`src/logic/capture_defines.svh`:
```
`ifndef CAPTURE_DEFINES_SVH
`define CAPTURE_DEFINES_SVH

// One state time equals one clock cycle of clock_in (20 ns at 50 MHz)
`define CLK_PERIOD_NS 20
// Capture sampling resolution in state times
`define SAMPLE_STATES 9
// Time-tag timer prescale in state times
`define TIMER_STATES 8
// Delay before the first entry moves into the holding register, in state times
`define HOLD_MOVE_STATES 8
// Default number of event input lines and timer width
`define LINES_DEFAULT 4
`define TIMER_W_DEFAULT 16
`define FIFO_DEPTH_DEFAULT 8
// Reset values
`define TIMER_RESET 16'h0000

`endif

```
`src/logic/capture_pkg.sv`:
```
package capture_pkg;

	// Slot sequencer of the buffer front end
	typedef enum logic [2:0] {
		SLOT_EMPTY = 3'b001,
		SLOT_FIRST = 3'b010,
		SLOT_HOLD = 3'b100
	} slot_state_t;

endpackage : capture_pkg

```
`src/logic/capture_fifo.sv`:
```
`timescale 1ns/1ps
`default_nettype none

// Flip-flop FIFO with valid/ready on both sides
module capture_fifo #(
	parameter int WIDTH = 20,
	parameter int DEPTH = 8
) (
	// Clock and reset
	input wire logic clock_in,
	input wire logic rst_n_in,
	// Fill side
	input wire logic in_valid_in,
	output logic in_ready_out,
	input wire logic [WIDTH-1:0] in_data_in,
	// Drain side
	output logic out_valid_out,
	input wire logic out_ready_in,
	output logic [WIDTH-1:0] out_data_out
);
	localparam int AW = (DEPTH > 1) ? $clog2(DEPTH) : 1;

	initial begin
		if (DEPTH < 2 || WIDTH < 1) begin
			$error("capture_fifo: DEPTH must be at least 2 and WIDTH at least 1");
		end
	end

	logic [WIDTH-1:0] mem [DEPTH];
	logic [AW-1:0] rd_ptr, wr_ptr, next_rd_ptr, next_wr_ptr;
	logic [AW:0] count, next_count;
	logic push, pop;

	// Handshakes and pointer update
	always_comb begin
		push = in_valid_in && (count != (AW+1)'(DEPTH));
		pop = (count != '0) && out_ready_in;
		next_wr_ptr = wr_ptr;
		next_rd_ptr = rd_ptr;
		if (push) begin
			next_wr_ptr = (wr_ptr == AW'(DEPTH - 1)) ? '0 : wr_ptr + 1'b1;
		end
		if (pop) begin
			next_rd_ptr = (rd_ptr == AW'(DEPTH - 1)) ? '0 : rd_ptr + 1'b1;
		end
		next_count = count + (AW+1)'(push) - (AW+1)'(pop);
	end

	always_ff @(posedge clock_in) begin
		if (!rst_n_in) begin
			rd_ptr <= '0;
			wr_ptr <= '0;
			count <= '0;
		end else begin
			rd_ptr <= next_rd_ptr;
			wr_ptr <= next_wr_ptr;
			count <= next_count;
		end
	end

	// Storage has no reset; only written entries are ever shown
	always_ff @(posedge clock_in) begin
		if (push) begin
			mem[wr_ptr] <= in_data_in;
		end
	end

	assign in_ready_out = (count != (AW+1)'(DEPTH));
	assign out_valid_out = (count != '0);
	assign out_data_out = mem[rd_ptr];

endmodule : capture_fifo

`default_nettype wire

```
`src/logic/event_time_capture_fifo.sv`:
```
// What this block does
// - Sample event lines every nine states
// - Timer steps by one every eight states; sampled tags skip values
// - Tag may be one count late
// - Next sample lands after SLOT_FIRST ends (8 < 9)
// - So every entry is tagged with the plain timer
// - First entry moves to holding after eight
// - Later event acts as new first
`timescale 1ns/1ps
`default_nettype none
`include "capture_defines.svh"

module event_time_capture_fifo #(
	parameter int LINES = `LINES_DEFAULT,
	parameter int TIMER_W = `TIMER_W_DEFAULT,
	parameter int DEPTH = `FIFO_DEPTH_DEFAULT
) (
	// Clock and reset
	input wire logic clock_in,
	input wire logic rst_n_in,
	// Event input lines
	input wire logic [LINES-1:0] event_lines_in,
	// Holding register read port
	input wire logic hold_read_in,
	output logic hold_valid_out,
	output logic [LINES-1:0] hold_lines_out,
	output logic [TIMER_W-1:0] hold_tag_out,
	// Free-running time-tag timer
	output logic [TIMER_W-1:0] timer_out,
	// Sticky loss flag: an event found the FIFO full and was dropped
	output logic overflow_out
);
	localparam int SAMPLE_N = `SAMPLE_STATES;
	localparam int TIMER_N = `TIMER_STATES;
	localparam int HOLD_N = `HOLD_MOVE_STATES;
	localparam int ENTRY_W = LINES + TIMER_W;

	initial begin
		if (LINES < 1 || TIMER_W < 4 || DEPTH < 2) begin
			$error("event_time_capture_fifo: unsupported LINES, TIMER_W or DEPTH");
		end
	end

	// Wrap test for the small state-time dividers
	function automatic logic at_last(input logic [3:0] cnt, input int n);
		at_last = (cnt == 4'(n - 1));
	endfunction : at_last

	// ---- Dividers and timer ----
	logic [3:0] sample_div, next_sample_div;
	logic [3:0] timer_div, next_timer_div;
	logic [TIMER_W-1:0] timer, next_timer;
	logic sample_tick;
	logic timer_tick;

	// Sample every nine states, time base every eight
	always_comb begin
		sample_tick = at_last(sample_div, SAMPLE_N);
		timer_tick = at_last(timer_div, TIMER_N);
		next_sample_div = sample_tick ? 4'h0 : sample_div + 4'h1;
		next_timer_div = timer_tick ? 4'h0 : timer_div + 4'h1;
		next_timer = timer_tick ? timer + 1'b1 : timer;
	end

	always_ff @(posedge clock_in) begin
		if (!rst_n_in) begin
			sample_div <= 4'h0;
			timer_div <= 4'h0;
			timer <= `TIMER_RESET;
		end else begin
			sample_div <= next_sample_div;
			timer_div <= next_timer_div;
			timer <= next_timer;
		end
	end

	// ---- Edge capture ----
	// Edges are latched between sample points; a second edge on the
	// same line inside one nine-state window merges into the first
	logic [LINES-1:0] prev_lines, next_prev_lines;
	logic [LINES-1:0] pend, next_pend;
	logic [LINES-1:0] seen;
	// The timer value latched at the last sample point; since samples
	// come every nine states while the timer moves every eight, one
	// value in nine is never latched
	logic [TIMER_W-1:0] sampled_time, next_sampled_time;
	logic [TIMER_W-1:0] skipped_guess;

	always_comb begin
		seen = pend | (event_lines_in ^ prev_lines);
		next_prev_lines = event_lines_in;
		next_pend = sample_tick ? '0 : seen;
		// Tag is the timer seen at the sample point, so it may lag the
		// true event by up to one skipped count
		// The timer value standing before the sample edge is used, so the
		// lag behind the event never exceeds one timer step
		next_sampled_time = sample_tick ? timer : sampled_time;
		skipped_guess = sampled_time + TIMER_W'(2);
	end

	always_ff @(posedge clock_in) begin
		if (!rst_n_in) begin
			prev_lines <= '0;
			pend <= '0;
			sampled_time <= `TIMER_RESET;
		end else begin
			prev_lines <= next_prev_lines;
			pend <= next_pend;
			sampled_time <= next_sampled_time;
		end
	end

	// ---- Front end: first-entry tagging and holding transfer ----
	capture_pkg::slot_state_t state, next_state;
	logic [3:0] move_cnt, next_move_cnt;
	logic [TIMER_W-1:0] first_tag, next_first_tag;
	logic [LINES-1:0] entry_lines;
	logic [TIMER_W-1:0] entry_tag;
	logic push;
	logic fifo_ready;
	logic fifo_valid;
	logic fifo_pop;
	logic [ENTRY_W-1:0] fifo_data;
	logic hold_load;
	logic fifo_was_empty;

	// An event at a sample point becomes one entry; the next sample comes
	// only after SLOT_FIRST ends, so no entry is tagged relative to another
	always_comb begin
		next_state = state;
		next_move_cnt = move_cnt;
		next_first_tag = first_tag;
		entry_lines = seen;
		entry_tag = timer;
		push = sample_tick && (seen != '0) && fifo_ready;
		case (state)
			capture_pkg::SLOT_EMPTY: begin
				if (push) begin
					next_state = capture_pkg::SLOT_FIRST;
					next_move_cnt = 4'h0;
					next_first_tag = timer;
				end
			end
			capture_pkg::SLOT_FIRST: begin
				if (sample_tick && (seen != '0)) begin
					if (move_cnt == 4'h0) begin
						entry_tag = first_tag;
					end else if (timer == skipped_guess) begin
						entry_tag = first_tag + TIMER_W'(2);
					end else begin
						entry_tag = first_tag + TIMER_W'(1);
					end
					next_state = capture_pkg::SLOT_HOLD;
				end else if (at_last(move_cnt, HOLD_N)) begin
					next_state = capture_pkg::SLOT_HOLD;
				end else begin
					next_move_cnt = move_cnt + 4'h1;
				end
			end
			capture_pkg::SLOT_HOLD: begin
				// Once the FIFO drains, the next event is a new first
				if (fifo_was_empty && !push) begin
					next_state = capture_pkg::SLOT_EMPTY;
				end else if (fifo_was_empty && push) begin
					next_state = capture_pkg::SLOT_FIRST;
					next_move_cnt = 4'h0;
					next_first_tag = timer;
				end
			end
			default: begin
				next_state = capture_pkg::SLOT_EMPTY;
			end
		endcase
	end

	always_ff @(posedge clock_in) begin
		if (!rst_n_in) begin
			state <= capture_pkg::SLOT_EMPTY;
			move_cnt <= 4'h0;
			first_tag <= `TIMER_RESET;
		end else begin
			state <= next_state;
			move_cnt <= next_move_cnt;
			first_tag <= next_first_tag;
		end
	end

	// ---- FIFO ----
	capture_fifo #(
		.WIDTH(ENTRY_W),
		.DEPTH(DEPTH)
	) u_fifo (
		.clock_in(clock_in),
		.rst_n_in(rst_n_in),
		.in_valid_in(push),
		.in_ready_out(fifo_ready),
		.in_data_in({entry_lines, entry_tag}),
		.out_valid_out(fifo_valid),
		.out_ready_in(fifo_pop),
		.out_data_out(fifo_data)
	);

	// ---- Holding register ----
	logic hold_valid, next_hold_valid;
	logic [LINES-1:0] hold_lines, next_hold_lines;
	logic [TIMER_W-1:0] hold_tag, next_hold_tag;
	logic overflow, next_overflow;

	// The holding register only pulls from the FIFO after the first
	// entry has sat eight states, or later entries when it is free
	always_comb begin
		fifo_was_empty = !fifo_valid;
		hold_load = fifo_valid && (!hold_valid || hold_read_in) &&
			!(state == capture_pkg::SLOT_FIRST && !at_last(move_cnt, HOLD_N));
		fifo_pop = hold_load;
		next_hold_valid = hold_valid;
		next_hold_lines = hold_lines;
		next_hold_tag = hold_tag;
		if (hold_read_in) begin
			next_hold_valid = 1'b0;
		end
		if (hold_load) begin
			next_hold_valid = 1'b1;
			next_hold_lines = fifo_data[ENTRY_W-1:TIMER_W];
			next_hold_tag = fifo_data[TIMER_W-1:0];
		end
		// Sticky loss flag; a read of the holding register clears it,
		// but a fresh loss in that cycle wins
		next_overflow = (overflow && !hold_read_in) ||
			(sample_tick && (seen != '0) && !fifo_ready);
	end

	always_ff @(posedge clock_in) begin
		if (!rst_n_in) begin
			hold_valid <= 1'b0;
			hold_lines <= '0;
			hold_tag <= `TIMER_RESET;
			overflow <= 1'b0;
		end else begin
			hold_valid <= next_hold_valid;
			hold_lines <= next_hold_lines;
			hold_tag <= next_hold_tag;
			overflow <= next_overflow;
		end
	end

	// Outputs come straight from flip-flops
	assign hold_valid_out = hold_valid;
	assign hold_lines_out = hold_lines;
	assign hold_tag_out = hold_tag;
	assign timer_out = timer;
	assign overflow_out = overflow;

endmodule : event_time_capture_fifo

`default_nettype wire

```
`config.mk`:
```
export PLATFORM = sky130hd
export DESIGN_NAME = event_time_capture_fifo
export DESIGN_NICKNAME = d
export VERILOG_FILES = /design/src/logic/capture_pkg.sv /design/src/logic/capture_fifo.sv /design/src/logic/event_time_capture_fifo.sv
export VERILOG_INCLUDE_DIRS = /design/src /design/src/logic
export SDC_FILE = /design/constraint.sdc
export NUM_CORES = 1
export LEC_CHECK = 0
export BUFFER_PORTS_ARGS = -buffer_cell sky130_fd_sc_hd__buf_2
export CAP_MARGIN = 20
export CORE_UTILIZATION = 64
export CTS_BUF_LIST = sky130_fd_sc_hd__clkbuf_8
export CTS_CLUSTER_DIAMETER = 120
export DETAILED_ROUTE_END_ITERATION = 10
export PLACE_DENSITY = 0.86
export SETUP_SLACK_MARGIN = 0.05
export SYNTH_ARGS = -nofsm -noshare
export SYNTH_HDL_FRONTEND = slang
export SYNTH_SLANG_ARGS = --single-unit
```
`constraint.sdc`:
```
create_clock -name clock_in -period 5.37 [get_ports clock_in]
set_input_delay 0.537 -clock clock_in [delete_from_list [all_inputs] [get_ports clock_in]]
set_output_delay 0.537 -clock clock_in [all_outputs]
set_load 0.1 [all_outputs]
```
## After elaboration in Yosys (flattened, before gate mapping)

Memories as Yosys holds them, arrays and structs flattened. A register that Yosys moved wholly into a read port is not among the register bits.
Cells that the tools add are included.

- Add/sub/neg operators: 11
- Eq/ne operators: 17
- Muxes and demuxes: 26
- Bitwise gates (word level): 3
- Reductions and logical operators: 32

Operator list:

| operator | count |
|---|---|
| 2-to-1 mux 16 bit | 7 |
| adder 16 x 1 -> 16 bit, second input constant | 2 |
| adder 16 x 2 -> 16 bit, second input constant | 2 |
| case mux 16 bit (2 select lines) | 1 |
| 2-to-1 mux 3 bit | 7 |
| 2-to-1 mux 4 bit | 5 |
| equality test 16 bit | 1 |
| adder 4 x 1 -> 4 bit, second input constant | 3 |
| case mux 4 bit (3 select lines) | 1 |
| logical AND 1 bit | 11 |
| equality test 3 bit, second input constant | 3 |
| case mux 3 bit (3 select lines) | 1 |
| equality test 4 x 3 -> 1 bit, second input constant | 2 |
| zero test 1 bit | 8 |
| inequality test 2 bit, second input constant | 4 |
| nonzero test 4 bit | 2 |
| adder 3 x 1 -> 3 bit, second input constant | 2 |
| inequality test 3 bit, second input constant | 2 |
| AND reduction 6 bit | 1 |
| adder 4 x 1 -> 4 bit | 1 |
| equality test 4 bit, second input constant | 1 |
| zero test 4 bit | 1 |
| 2-to-1 mux 1 bit | 4 |
| inequality test 4 bit, second input constant | 1 |
| other kinds (13) | 16 |

- Bits in registers: 83
- Memory bits (writable): 160
- Bits of input ports: 7
- Output and inout port bits: 38
- Word-level logic and storage cells: 104
- Memories kept: 1

Memories:

| name | depth | bits a word | rd ports | clocked after memory_dff | wr ports | line | text |
|---|---|---|---|---|---|---|---|
| u_fifo.mem | 8 | 20 | 1 | 1 | 1 | capture_fifo.sv:29 | `logic [WIDTH-1:0] mem [DEPTH];` |

## Logic depth before layout (Yosys ltp)

Gate-level depths: netlist (run 1).

- Depth in word-level cells: 9
- Gate-level depth with buffers: 14
- Depth with buffers taken out: 12

## Cells and area by module

A second synthesis (run 1) with hierarchy kept.

- Cell total of the unflattened synthesis: 925
- Area total of the unflattened synthesis: 11843.9 µm²

Modules (own cells, without submodules):

| module | instances | cells an instance | area an instance (µm²) | seq. area each (µm²) |
|---|---|---|---|---|
| capture_fifo | 1 | 311 | 6861.6 | 5064.9 |
| event_time_capture_fifo | 1 | 614 | 4982.3 | 1861.8 |

## Worst setup path before layout (run 1)

No wires, ideal clock.

- Kind: register to register
- From: register sample_div[0]
- To: memory u_fifo.mem[2][0] (enable)
- Library setup time: 0.455 ns
- Data arrival time: 3.732 ns
- Required time: 4.915 ns
- Slack: 1.182 ns
- Cell stages (with the launch flop): 9
- Buffers on the path: 1
- Period minus slack after synthesis: 4.188 ns
- Cells stage by stage: dfxtp_1 > inv_1 > ha_1 > nand2_1 > or2_2 > clkbuf_1 > a21oi_1 > nand2_1 > nor4b_1

- Longest elaborated chain between the ends: 6

Ends and longest elaborated chain:

| what | line | text |
|---|---|---|
| start, declared | event_time_capture_fifo.sv:50 | `logic [3:0] sample_div, next_sample_div;` |
| start signal, assigned | event_time_capture_fifo.sv:71 | `sample_div <= next_sample_div;` |
| equality test 4 bit | event_time_capture_fifo.sv:46 | `at_last = (cnt == 4'(n - 1));` |
| logical AND 1 bit (2 in series) | event_time_capture_fifo.sv:135 | `push = sample_tick && (seen != '0) && fifo_ready;` |
| logical AND 1 bit | capture_fifo.sv:36 | `push = in_valid_in && (count != (AW+1)'(DEPTH));` |
| 2-to-1 mux 1 bit | capture_fifo.sv:63 | `if (push) begin` |
| 2-to-1 mux 1 bit (not written as such) | capture_fifo.sv:64 | `mem[wr_ptr] <= in_data_in;` |
| end, declared | capture_fifo.sv:29 |  |

Every way passes these cells.

## Worst setup path in the final report (run 1)

- From: register sample_div[0]
- To: memory u_fifo.mem[6][2] (enable)

The elaborated chain is that of the path after synthesis.

==> results.toml, run 1 <==
[cells_and_area]
drive_gt1_share_pct = 18.22
fin_nets = 971
num_antenna_cells = 0
final_util_pct = 73.70
syn_to_final_growth_pct = 10.99
finalInstanceArea_sq_um = 12880

[worst_setup_path]
r2r_start = "sample_div[0]"
cp_common_cell = "nand2_1"
arrival_ns = 3.71
worstSetupStartpointType = "flip-flop"
cpPeakStageDelay_ns = 0.60
cp_num_cells = 10
crit_path_top_delay_cell = "nor3b_2"
crit_path_end_kind = "flip-flop"
crit_path_max_fanout = 21
rrSetupSlack_ns = 1.88
crit_path_cell_trace = "inv_1 -> ha_1 -> nand2_1 -> or2_2 -> a21oi_1 -> nand2_1 -> inv_1 -> nand2_1 -> nor3b_2 -> buf_4"
cp.required_ns = 5.59
critPathBufInv = 3
r2r_cells = 10
rr_endpoint = "u_fifo.mem[6][2]"
worstSetupPathType = "flip-flop to flip-flop"
crit_path_start = "sample_div[0]"
critPathTopFamily = "simple AND/OR/NAND/NOR gates"

[clock_tree]
cts_setup_buffers = 0
h-tree-depth = 2
cts_resized = 0
clk_pin_slew_ns = 0.07
cts_root_buf = "clkbuf_8"
cts_hold_buf = 0
clkSinkCount = 263
cts_tree = "yes"
cts_made_buffers = 41
cts.path.max_buffers = 3
clkLatencyLatePin_ns = 0.55

[global_routing]
globalRoute.totalOverflow = 0
track_usage_pct = 25.94
grt_pass1_vias = 6910
antenna_found_initial = 0
grt_max_degree = 59
grt_pass1_wl_microns = 36210

[sta]
rsz0062_at_grt = "false"
max-slew-margin-rel_pct = 25.83
fin_crit_ns = 3.490
slew_violations = 0
hold_ws_ns = 0.2180
finalClockSkew_ns = 0.02210
hold_violations = 0
max_freq_ghz = 0.2866
finalSetupViolCount = 0
finalCritPeriodShare_pct = 64.99
setup_tns_ns = 0
worst_pin_slew_ns = 1.113

[yosys]
synthFlopType = "edfxtp_1"
async_reset_ff_share_pct = 0
synthCells = 901
yosys.area.top_type = "edfxtp_1"
ys_types = 61
synth.avg_cell_area_sq_um = 12.88
ys.warnings.count = 0
ys_ff_latch = 263
synth_top_cell_area_share_pct = 41.40
netlist_area_sq_um = 11600
synth.area.top_cells = "edfxtp_1 41%, dfxtp_1 18%, mux4_2 7.8%"
syn_nets = 928
ys_seq_area_share_pct = 59.17
synth_edf_count = 160

[run]
maxCapViolCount = 0

[place]
placed_area_sq_um = 12000
place_hpwl_microns = 14720
gp_congestion = 0.8767
numPortBuffers = 44

[drt]
drc = 0
wirelength_microns = 23040
first_pass_iters = 7
drt_iter0_markers = 611
vias = 7223
post_drt_via_cell_ratio = 6.009
ant_nets = 0
wl_per_cell_microns = 19.17

[floorplanning]
fp-row-count = 48
start_util_pct = 66.40
dieHeight_microns = 136.7
dieArea_sq_um = 18670
core_area_sq_um = 17480
die_w_microns = 136.7
io_pins = 45

[power_and_ir_drop]
ir_drop_v = 0.0005176
p_leak_uw = 0.004881
p_per_area_nw_per_um2 = 431.5

[hold_path]
hold_depth = 2
hp-start = "event_lines_in[3]"
hold_path_end = "prev_lines[3]"
worstHoldPathType = "input pin to flip-flop"

[status]
run_status = "complete, no violations"
-- worst register-to-register path, delay by kind of cell (launching register included) --
kind	cells	cell delay, ns
compound gates	1	0.43
fa+ha+maj	1	0.13
flops	1	0.33
buf+inv	3	0.64
simple gates	5	1.63
-- metrics by stage --
stage,std cells,worst slack (ns),total power [uW]
after global placement,1124,1.969,3855
after detailed placement,1124,1.867,3896
final,1202,1.880,5558
after CTS,1200,1.849,5602
after global routing,1202,1.581,5794
after floorplan,901,1.182,3632
-- state kept, by name, summed over array words and instances, names as in the netlist, 3 cells and up --
name / count
u_fifo.mem: 160
first_tag: 16
hold_tag_out: 16
sampled_time: 16
timer_out: 16
hold_lines_out: 4
move_cnt: 4
pend: 4
prev_lines: 4
sample_div: 4
timer_div: 4
u_fifo.count: 4
state: 3
u_fifo.rd_ptr: 3
u_fifo.wr_ptr: 3
-- Yosys cell counts, drive strengths merged (2+ instances only) --
master,instances
nor4b,3
o211a,21
o2111ai,2
nor3b,4
nor4,7
and2,25
o41ai,2
a21o,3
nor2,40
nand3b,2
o21a,2
mux2,2
a21boi,22
nor2b,29
and4,4
o21ai,19
nor3,7
edfxtp,160
nand3,22
a31oi,3
clkbuf,41
xnor2,32
a21oi,13
nand4,15
or3,6
inv,28
and3,8
a2111oi,2
mux2i,54
ha,19
buf,16
a211oi,3
dfxtp,103
nand2,110
mux4,40
xor2,20
-- worst max path at each step --
stage,end,slack [ns]
final,u_fifo.mem[6][2],1.88
after global routing,u_fifo.mem[6][2],1.58
after CTS,u_fifo.mem[7][18],1.85
after detailed placement,u_fifo.mem[7][19],1.87
after global placement,u_fifo.mem[7][17],1.97
after floorplan,u_fifo.mem[2][0],1.18
-- per-layer routing --
| metal | routed length (microns) | track usage [%] | share of wire [%] |
|---|---|---|---|
| met5 | 0 | 0 | 0 |
| met4 | 835 | 12.78 | 3.6 |
| met3 | 1408 | 4.296 | 6.1 |
| met2 | 11280 | 42.98 | 49 |
| met1 | 9511 | 33.27 | 41 |
-- power by group --
part | switching [uW] | leakage, uW | total (uW) | internal [uW]
combinational | 987 | 0.00206 | 1480 | 494
sequential | 123 | 0.00232 | 2360 | 2240
clock | 757 | 0.000500 | 1720 | 959
-- cells in the final DEF (no fill, tap or decap), types with 3 or more instances in the layout --
cell | Yosys | final
mux2i_1 | 54 | 54
bufinv_16 | 0 | 4
inv_1 | 28 | 45
buf_2 | 7 | 44
and3_1 | 8 | 8
nand2_1 | 109 | 109
clkinv_1 | 1 | 5
o211a_1 | 21 | 21
xor2_1 | 19 | 19
nand3_1 | 22 | 22
nor3_1 | 6 | 4
buf_4 | 0 | 11
and4_1 | 4 | 4
a211oi_1 | 3 | 3
a21oi_1 | 13 | 13
o21ai_1 | 10 | 10
xnor2_1 | 32 | 32
or3_1 | 6 | 6
dfxtp_1 | 103 | 101
clkbuf_8 | 0 | 44
nor2b_1 | 29 | 28
nor3_2 | 1 | 3
a21boi_0 | 22 | 22
ha_1 | 19 | 19
nor4_1 | 7 | 6
edfxtp_1 | 160 | 160
nand4_1 | 15 | 15
o21ai_0 | 9 | 8
and2_1 | 24 | 24
nor2_1 | 40 | 39
mux4_2 | 40 | 40
clkinv_2 | 0 | 4
-- area by class of cell --
type	instances	area [sq um]
clock buffer	44	605.6
clock inverter	32	247.7
fill	1118	4597
inverter	29	108.9
multi-input combinational	552	4438
sequential	263	6869
tap	225	281.5
timing repair buffer	57	329.1
-- logic make-up after synthesis --
family	synth area share, %
compound gates	6.545
flops	59.17
mux	12.61
xor+xnor	3.989
buf+inv	3.051
fa+ha+maj	2.221
simple gates	12.41
No activity file was read; power rests on OpenSTA's default activity.
==> run 2, diff against run 1 <==
--- a/config.mk
+++ b/config.mk
@@ -8,11 +8,11 @@
 export LEC_CHECK = 0
 export BUFFER_PORTS_ARGS = -buffer_cell sky130_fd_sc_hd__buf_2
 export CAP_MARGIN = 20
-export CORE_UTILIZATION = 64
+export CORE_UTILIZATION = 58
 export CTS_BUF_LIST = sky130_fd_sc_hd__clkbuf_8
 export CTS_CLUSTER_DIAMETER = 120
 export DETAILED_ROUTE_END_ITERATION = 10
-export PLACE_DENSITY = 0.86
+export PLACE_DENSITY = 0.82
 export SETUP_SLACK_MARGIN = 0.05
 export SYNTH_ARGS = -nofsm -noshare
 export SYNTH_HDL_FRONTEND = slang
==> constraint.sdc (replaced) <==
create_clock -name clock_in -period 3.2 [get_ports clock_in]
set_input_delay 0.32 -clock clock_in [delete_from_list [all_inputs] [get_ports clock_in]]
set_output_delay 0.32 -clock clock_in [all_outputs]
set_load 0.1 [all_outputs]
==> run 2 against run 1 <==
  * Wire length grew 1.5%
  * Largest cell class unchanged
  * First-iteration DRC count shrank 34%
  * Clock power grew 61%
  * Hold slack lost 0.052 ns
  * Via count grew 0.71%
  * Clock-buffer cell count grew 9
  * Cell area grew 3.5%
  * Combinational power grew 71%
  * Critical path type unchanged
  * Fmax grew 20%
  * Sequential power grew 65%
==> results.toml, run 2 (same netlist as run 1, synthesis figures left out) <==
[status]
run_status = "complete, no violations"

[worst_setup_path]
crit_path_max_fanout = 10
cpPeakStageDelay_ns = 0.53
crit_path_cell_trace = "ha_1 -> or4_1 -> a31oi_1 -> o211a_1 -> o2111ai_4 -> buf_4 -> mux2i_1 -> xor2_1 -> o21ai_1"
arrival_ns = 3.17
r2r_cells = 9
crit_path_end_kind = "flip-flop"
crit_path_top_delay_cell = "or4_1"
worstSetupPathType = "flip-flop to flip-flop"
worstSetupStartpointType = "flip-flop"
cp.required_ns = 3.47

[drt]
drt_iter0_markers = 406
met3_length_microns = 1199
drt-met1-wl_microns = 9848
first_pass_iters = 5
dr_wl_met2_microns = 11870
ant_nets = 0
maxUsedRoutingLayer = "met4"
wirelength_microns = 23390
post_drt_via_cell_ratio = 5.678
vias = 7274
wl_per_cell_microns = 18.26
drc = 0

[power_and_ir_drop]
p_per_area_nw_per_um2 = 689.6
p_sw_share_pct = 33.92
ir_drop_v = 0.0003787
comb_power_share_pct = 27.6
p_leak_uw = 0.005020
switching_power_uw = 3117
p_int_uw = 6073
p_total_uw = 9190
clkPwrFrac_pct = 30.1
power_frac_seq_pct = 42.3

[cells_and_area]
fin_nets = 1009
seq_area_sq_um = 6870
drive_gt1_share_pct = 21.36
multi_input_area_sq_um = 4503
final_cell_mix = "160 x edfxtp_1, 109 x nand2_1, 100 x dfxtp_1"
largest_reg_flops = 160
fill_cells = 1354
syn_to_final_growth_pct = 14.84
regMostFlops = "u_fifo.mem"
num_antenna_cells = 0
final_util_pct = 68.25
final_common_cell = "edfxtp_1"

[hold_path]
worstHoldPathType = "input pin to flip-flop"
hold_depth = 3

[sta]
finalCritPeriodShare_pct = 90.51
worst_pin_slew_ns = 0.8730
finalClockSkew_ns = 0.03155
finalSetupViolCount = 0
slew_violations = 0
rsz0062_at_grt = "false"
max-slew-margin-rel_pct = 40.30
fin_crit_ns = 2.896
max_freq_ghz = 0.3453
hold_violations = 0
setup_tns_ns = 0
hold_ws_ns = 0.1656

[clock_tree]
clkSinkCount = 263
cts_made_buffers = 43
clkLatencyLatePin_ns = 0.56
h-tree-depth = 2
cts_root_buf = "clkbuf_8"
clk_pin_slew_ns = 0.06
cts.path.max_buffers = 3
cts_setup_buffers = 0
cts_tree = "yes"

[floorplanning]
fp-row-count = 51
die_w_microns = 143.5
io_pins = 45
dieHeight_microns = 143.5
start_util_pct = 59.43
dieArea_sq_um = 20580
core_area_sq_um = 19530

[global_routing]
antenna_found_initial = 0
track_usage_pct = 23.74
grt_pass1_vias = 7267
grt_max_degree = 44
grt_pass1_wl_microns = 37040
globalRoute.totalOverflow = 0

[run]
maxCapViolCount = 0

[place]
numPortBuffers = 44
place_hpwl_microns = 15050
gp_congestion = 0.8912
[run 2: routing by layer]
metal  global-route usage (%)  up-vias
li1                         -     3449
met1                    28.87     3578
met2                    42.34      202
met3                    4.165       45
met4                    8.511        0
met5                        0        -
[run 2: through the flow]
| stage | worst slack, ns | instances | area, sq um |
|---|---|---|---|
| 5_1_grt | 0.03427 | 1281 | 13330 |
| 3_3_place_gp | 0.2810 | 1196 | 12400 |
| 3_5_place_dp | 0.1620 | 1196 | 12400 |
| 4_1_cts | 0.1479 | 1279 | 13290 |
| 6_report | 0.3036 | 1281 | 13330 |
| 2_1_floorplan | -0.04032 | 901 | 11640 |
[run 2: worst max-delay path, delay by kind of cell (launching register included)]
kind	cells	cell delay, ns
fa+ha+maj	1	0.32
simple gates	1	0.53
buf+inv	1	0.22
xor+xnor	1	0.14
mux	1	0.13
flops	1	0.31
compound gates	4	0.96
[run 2: final cells by class]
class / instances / area share, %
flip-flops and latches: 263 / 51.55
multi-input cells: 552 / 33.79
clock buffers: 53 / 5.474
repair buffers: 93 / 5.042
well taps: 265 / 2.488
clock inverters: 26 / 0.8356
inverters: 29 / 0.8168
[run 2: final timing paths]
kind | startpoint | end | slack, ns
setup / recovery | sampled_time[1] | u_fifo.mem[1][4] | 0.30
setup reg to reg | sampled_time[1] | u_fifo.mem[1][4] | 0.30
hold / removal | hold_read_in | overflow_out | 0.17
hold reg to reg | timer_div[0] | timer_div[0] | 0.44
[run 2: repair_timing]
| item | in CTS | in global routing |
|---|---|---|
| setup endpoints to repair | 0 | 40 |
| hold endpoints to repair | 4 | 0 |
| hold buffers | 4 | 0 |
| gates resized for setup | 0 | 5 |
[run 2: power by group through the flow]
stage | Clock (uW) | Sequential (uW) | Combinational [uW]
2_1_floorplan | 0 | 4850 | 1200
3_3_place_gp | 0 | 3950 | 2500
3_5_place_dp | 0 | 3960 | 2560
4_1_cts | 2840 | 3890 | 2570
5_1_grt | 2980 | 3910 | 2700
6_report | 2770 | 3890 | 2530
==> run 3, diff against run 2 <==
--- a/config.mk
+++ b/config.mk
@@ -8,11 +8,10 @@
 export LEC_CHECK = 0
 export BUFFER_PORTS_ARGS = -buffer_cell sky130_fd_sc_hd__buf_2
 export CAP_MARGIN = 20
-export CORE_UTILIZATION = 58
-export CTS_BUF_LIST = sky130_fd_sc_hd__clkbuf_8
+export CORE_UTILIZATION = 56
 export CTS_CLUSTER_DIAMETER = 120
 export DETAILED_ROUTE_END_ITERATION = 10
-export PLACE_DENSITY = 0.82
+export PLACE_DENSITY = 0.8
 export SETUP_SLACK_MARGIN = 0.05
 export SYNTH_ARGS = -nofsm -noshare
 export SYNTH_HDL_FRONTEND = slang
==> run 3 against run 2 <==
  * Core utilization fell by 2.3 points
  * Fmax fell by 5.0%
  * Global-route usage fell by 0.32 points
  * Largest power group unchanged
==> results.toml, run 3 (same netlist as run 1, synthesis figures left out) <==
[status]
run_status = "complete, no violations"

[worst_setup_path]
crit_path_max_fanout = 20
cp.required_ns = 3.64
worstSetupStartpointType = "flip-flop"
arrival_ns = 3.48
worstSetupPathType = "flip-flop to flip-flop"
crit_path_end_kind = "flip-flop"

[cells_and_area]
regMostFlops = "u_fifo.mem"
drive_gt1_share_pct = 21.33
fin_nets = 995
syn_to_final_growth_pct = 15.44
largest_reg_flops = 160
final_cell_mix = "160 x edfxtp_1, 109 x nand2_1, 100 x dfxtp_1"
num_antenna_cells = 0
final_common_cell = "edfxtp_1"

[power_and_ir_drop]
ir_drop_v = 0.0004194
p_leak_uw = 0.004999
p_per_area_nw_per_um2 = 717.0

[global_routing]
gr-usage-met1_pct = 29.45
grt_max_degree = 57
globalRoute.totalOverflow = 0
track_usage_pct = 23.41
use_met3_pct = 3.386
antenna_found_initial = 0
grt-busiest-layer = "met2"
gr-usage-met2_pct = 41.77
grt_pass1_wl_microns = 38870
grt_pass1_vias = 7328

[drt]
first_pass_iters = 4
vias = 7294
drt_iter0_markers = 457
ant_nets = 0
drc = 0
post_drt_via_cell_ratio = 5.793
wirelength_microns = 24420
wl_per_cell_microns = 19.39

[sta]
setup_tns_ns = 0
hold_violations = 0
max_freq_ghz = 0.3282
finalClockSkew_ns = 0.01356
max-slew-margin-rel_pct = 28.07
rsz0062_at_grt = "false"
finalSetupViolCount = 0
worst_pin_slew_ns = 1.079
fin_ws_ns = 0.1528
slew_violations = 0
fin_crit_ns = 3.047
finalCritPeriodShare_pct = 95.23

[floorplanning]
fp-row-count = 52
dieArea_sq_um = 21300
io_pins = 45
dieHeight_microns = 146.0
core_area_sq_um = 20300
die_w_microns = 146.0
start_util_pct = 57.17

[place]
numPortBuffers = 44
dp_slack_ns = 0.1022
place_hpwl_microns = 15250
gp_congestion = 0.8909

[clock_tree]
clk_pin_slew_ns = 0.06
cts_tree = "yes"
clkSinkCount = 263
cts_setup_buffers = 0
cts_made_buffers = 27
clkLatencyLatePin_ns = 0.54
cts_root_buf = "clkbuf_16"
h-tree-depth = 1
cts.path.max_buffers = 3

[hold_path]
worstHoldPathType = "input pin to flip-flop"

[run]
maxCapViolCount = 0
-- run 3: cell count changes in the layout (fill, tap and decap cells not counted), sizes merged --
cell / before / now
buf: 89 / 92
clkbuf: 53 / 36
clkinv: 12 / 10
inv: 42 / 29
bufinv: 0 / 3
dlygate4sd3: 4 / 3
-- run 3: metal layers --
layer  part of all wire (%)  up-vias  wire length (microns)
met4                    2.3        0                    565
li1                       -     3421                      -
met5                      0        -                      0
met1                     42     3643                  10270
met3                    4.1       44                    989
met2                     52      186                  12590
-- run 3: path summary, 6_finish.rpt --
path / to / from / cells past startpoint / slack (ns)
worst max-delay path: first_tag[8] / sample_div[0] / 10 / 0.15
worst min register to register: timer_div[0] / timer_div[0] / 1 / 0.46
worst max register to register: first_tag[8] / sample_div[0] / 10 / 0.15
worst min-delay path: prev_lines[3] / event_lines_in[3] / 2 / 0.02
-- run 3: layout make-up --
type | count | area [sq um]
multi-input cells | 552 | 4528
clock buffers | 36 | 730.7
repair buffers | 95 | 660.6
flip-flops and latches | 263 | 6870
clock inverters | 14 | 160.2
well taps | 270 | 337.8
fillers | 1461 | 6903
inverters | 29 | 108.9
-- run 3: stage by stage --
stage	std cells	cell area (sq um)	hold WS [ns]	total power, uW	utilization (%)
final	1259	13400	0.02063	9606	65.99
after global routing	1259	13400	0.009784	9981	65.99
after CTS	1259	13360	0.004739	9682	65.80
after detailed placement	1206	12440	0.4450	6544	61.26
after global placement	1206	12440	0.4284	6490	61.26
after floorplan	901	11640	0.4174	6049	-
-- run 3: repair_timing --
item	4_1_cts	5_1_grt
endpoints found under the setup margin	0	88
gates resized for setup	0	11
hold buffers	3	0
endpoints found under the hold margin	3	0
-- run 3: power breakdown --
group	switching, uW	total, uW	internal (uW)
Sequential	193	3950	3760
Combinational	1690	2520	830
Clock	1280	3140	1850
Total	3170	9610	6440
-- run 3: worst max-delay path: stages (launching register included) --
cell	delay, ns
dfxtp_1	0.34
inv_1	0.08
ha_1	0.14
nand2_1	0.06
or2_2	0.29
buf_4	0.21
a2111oi_0	0.75
o21ai_2	0.53
nand2_1	0.22
o21ai_0	0.11
and2_1	0.20
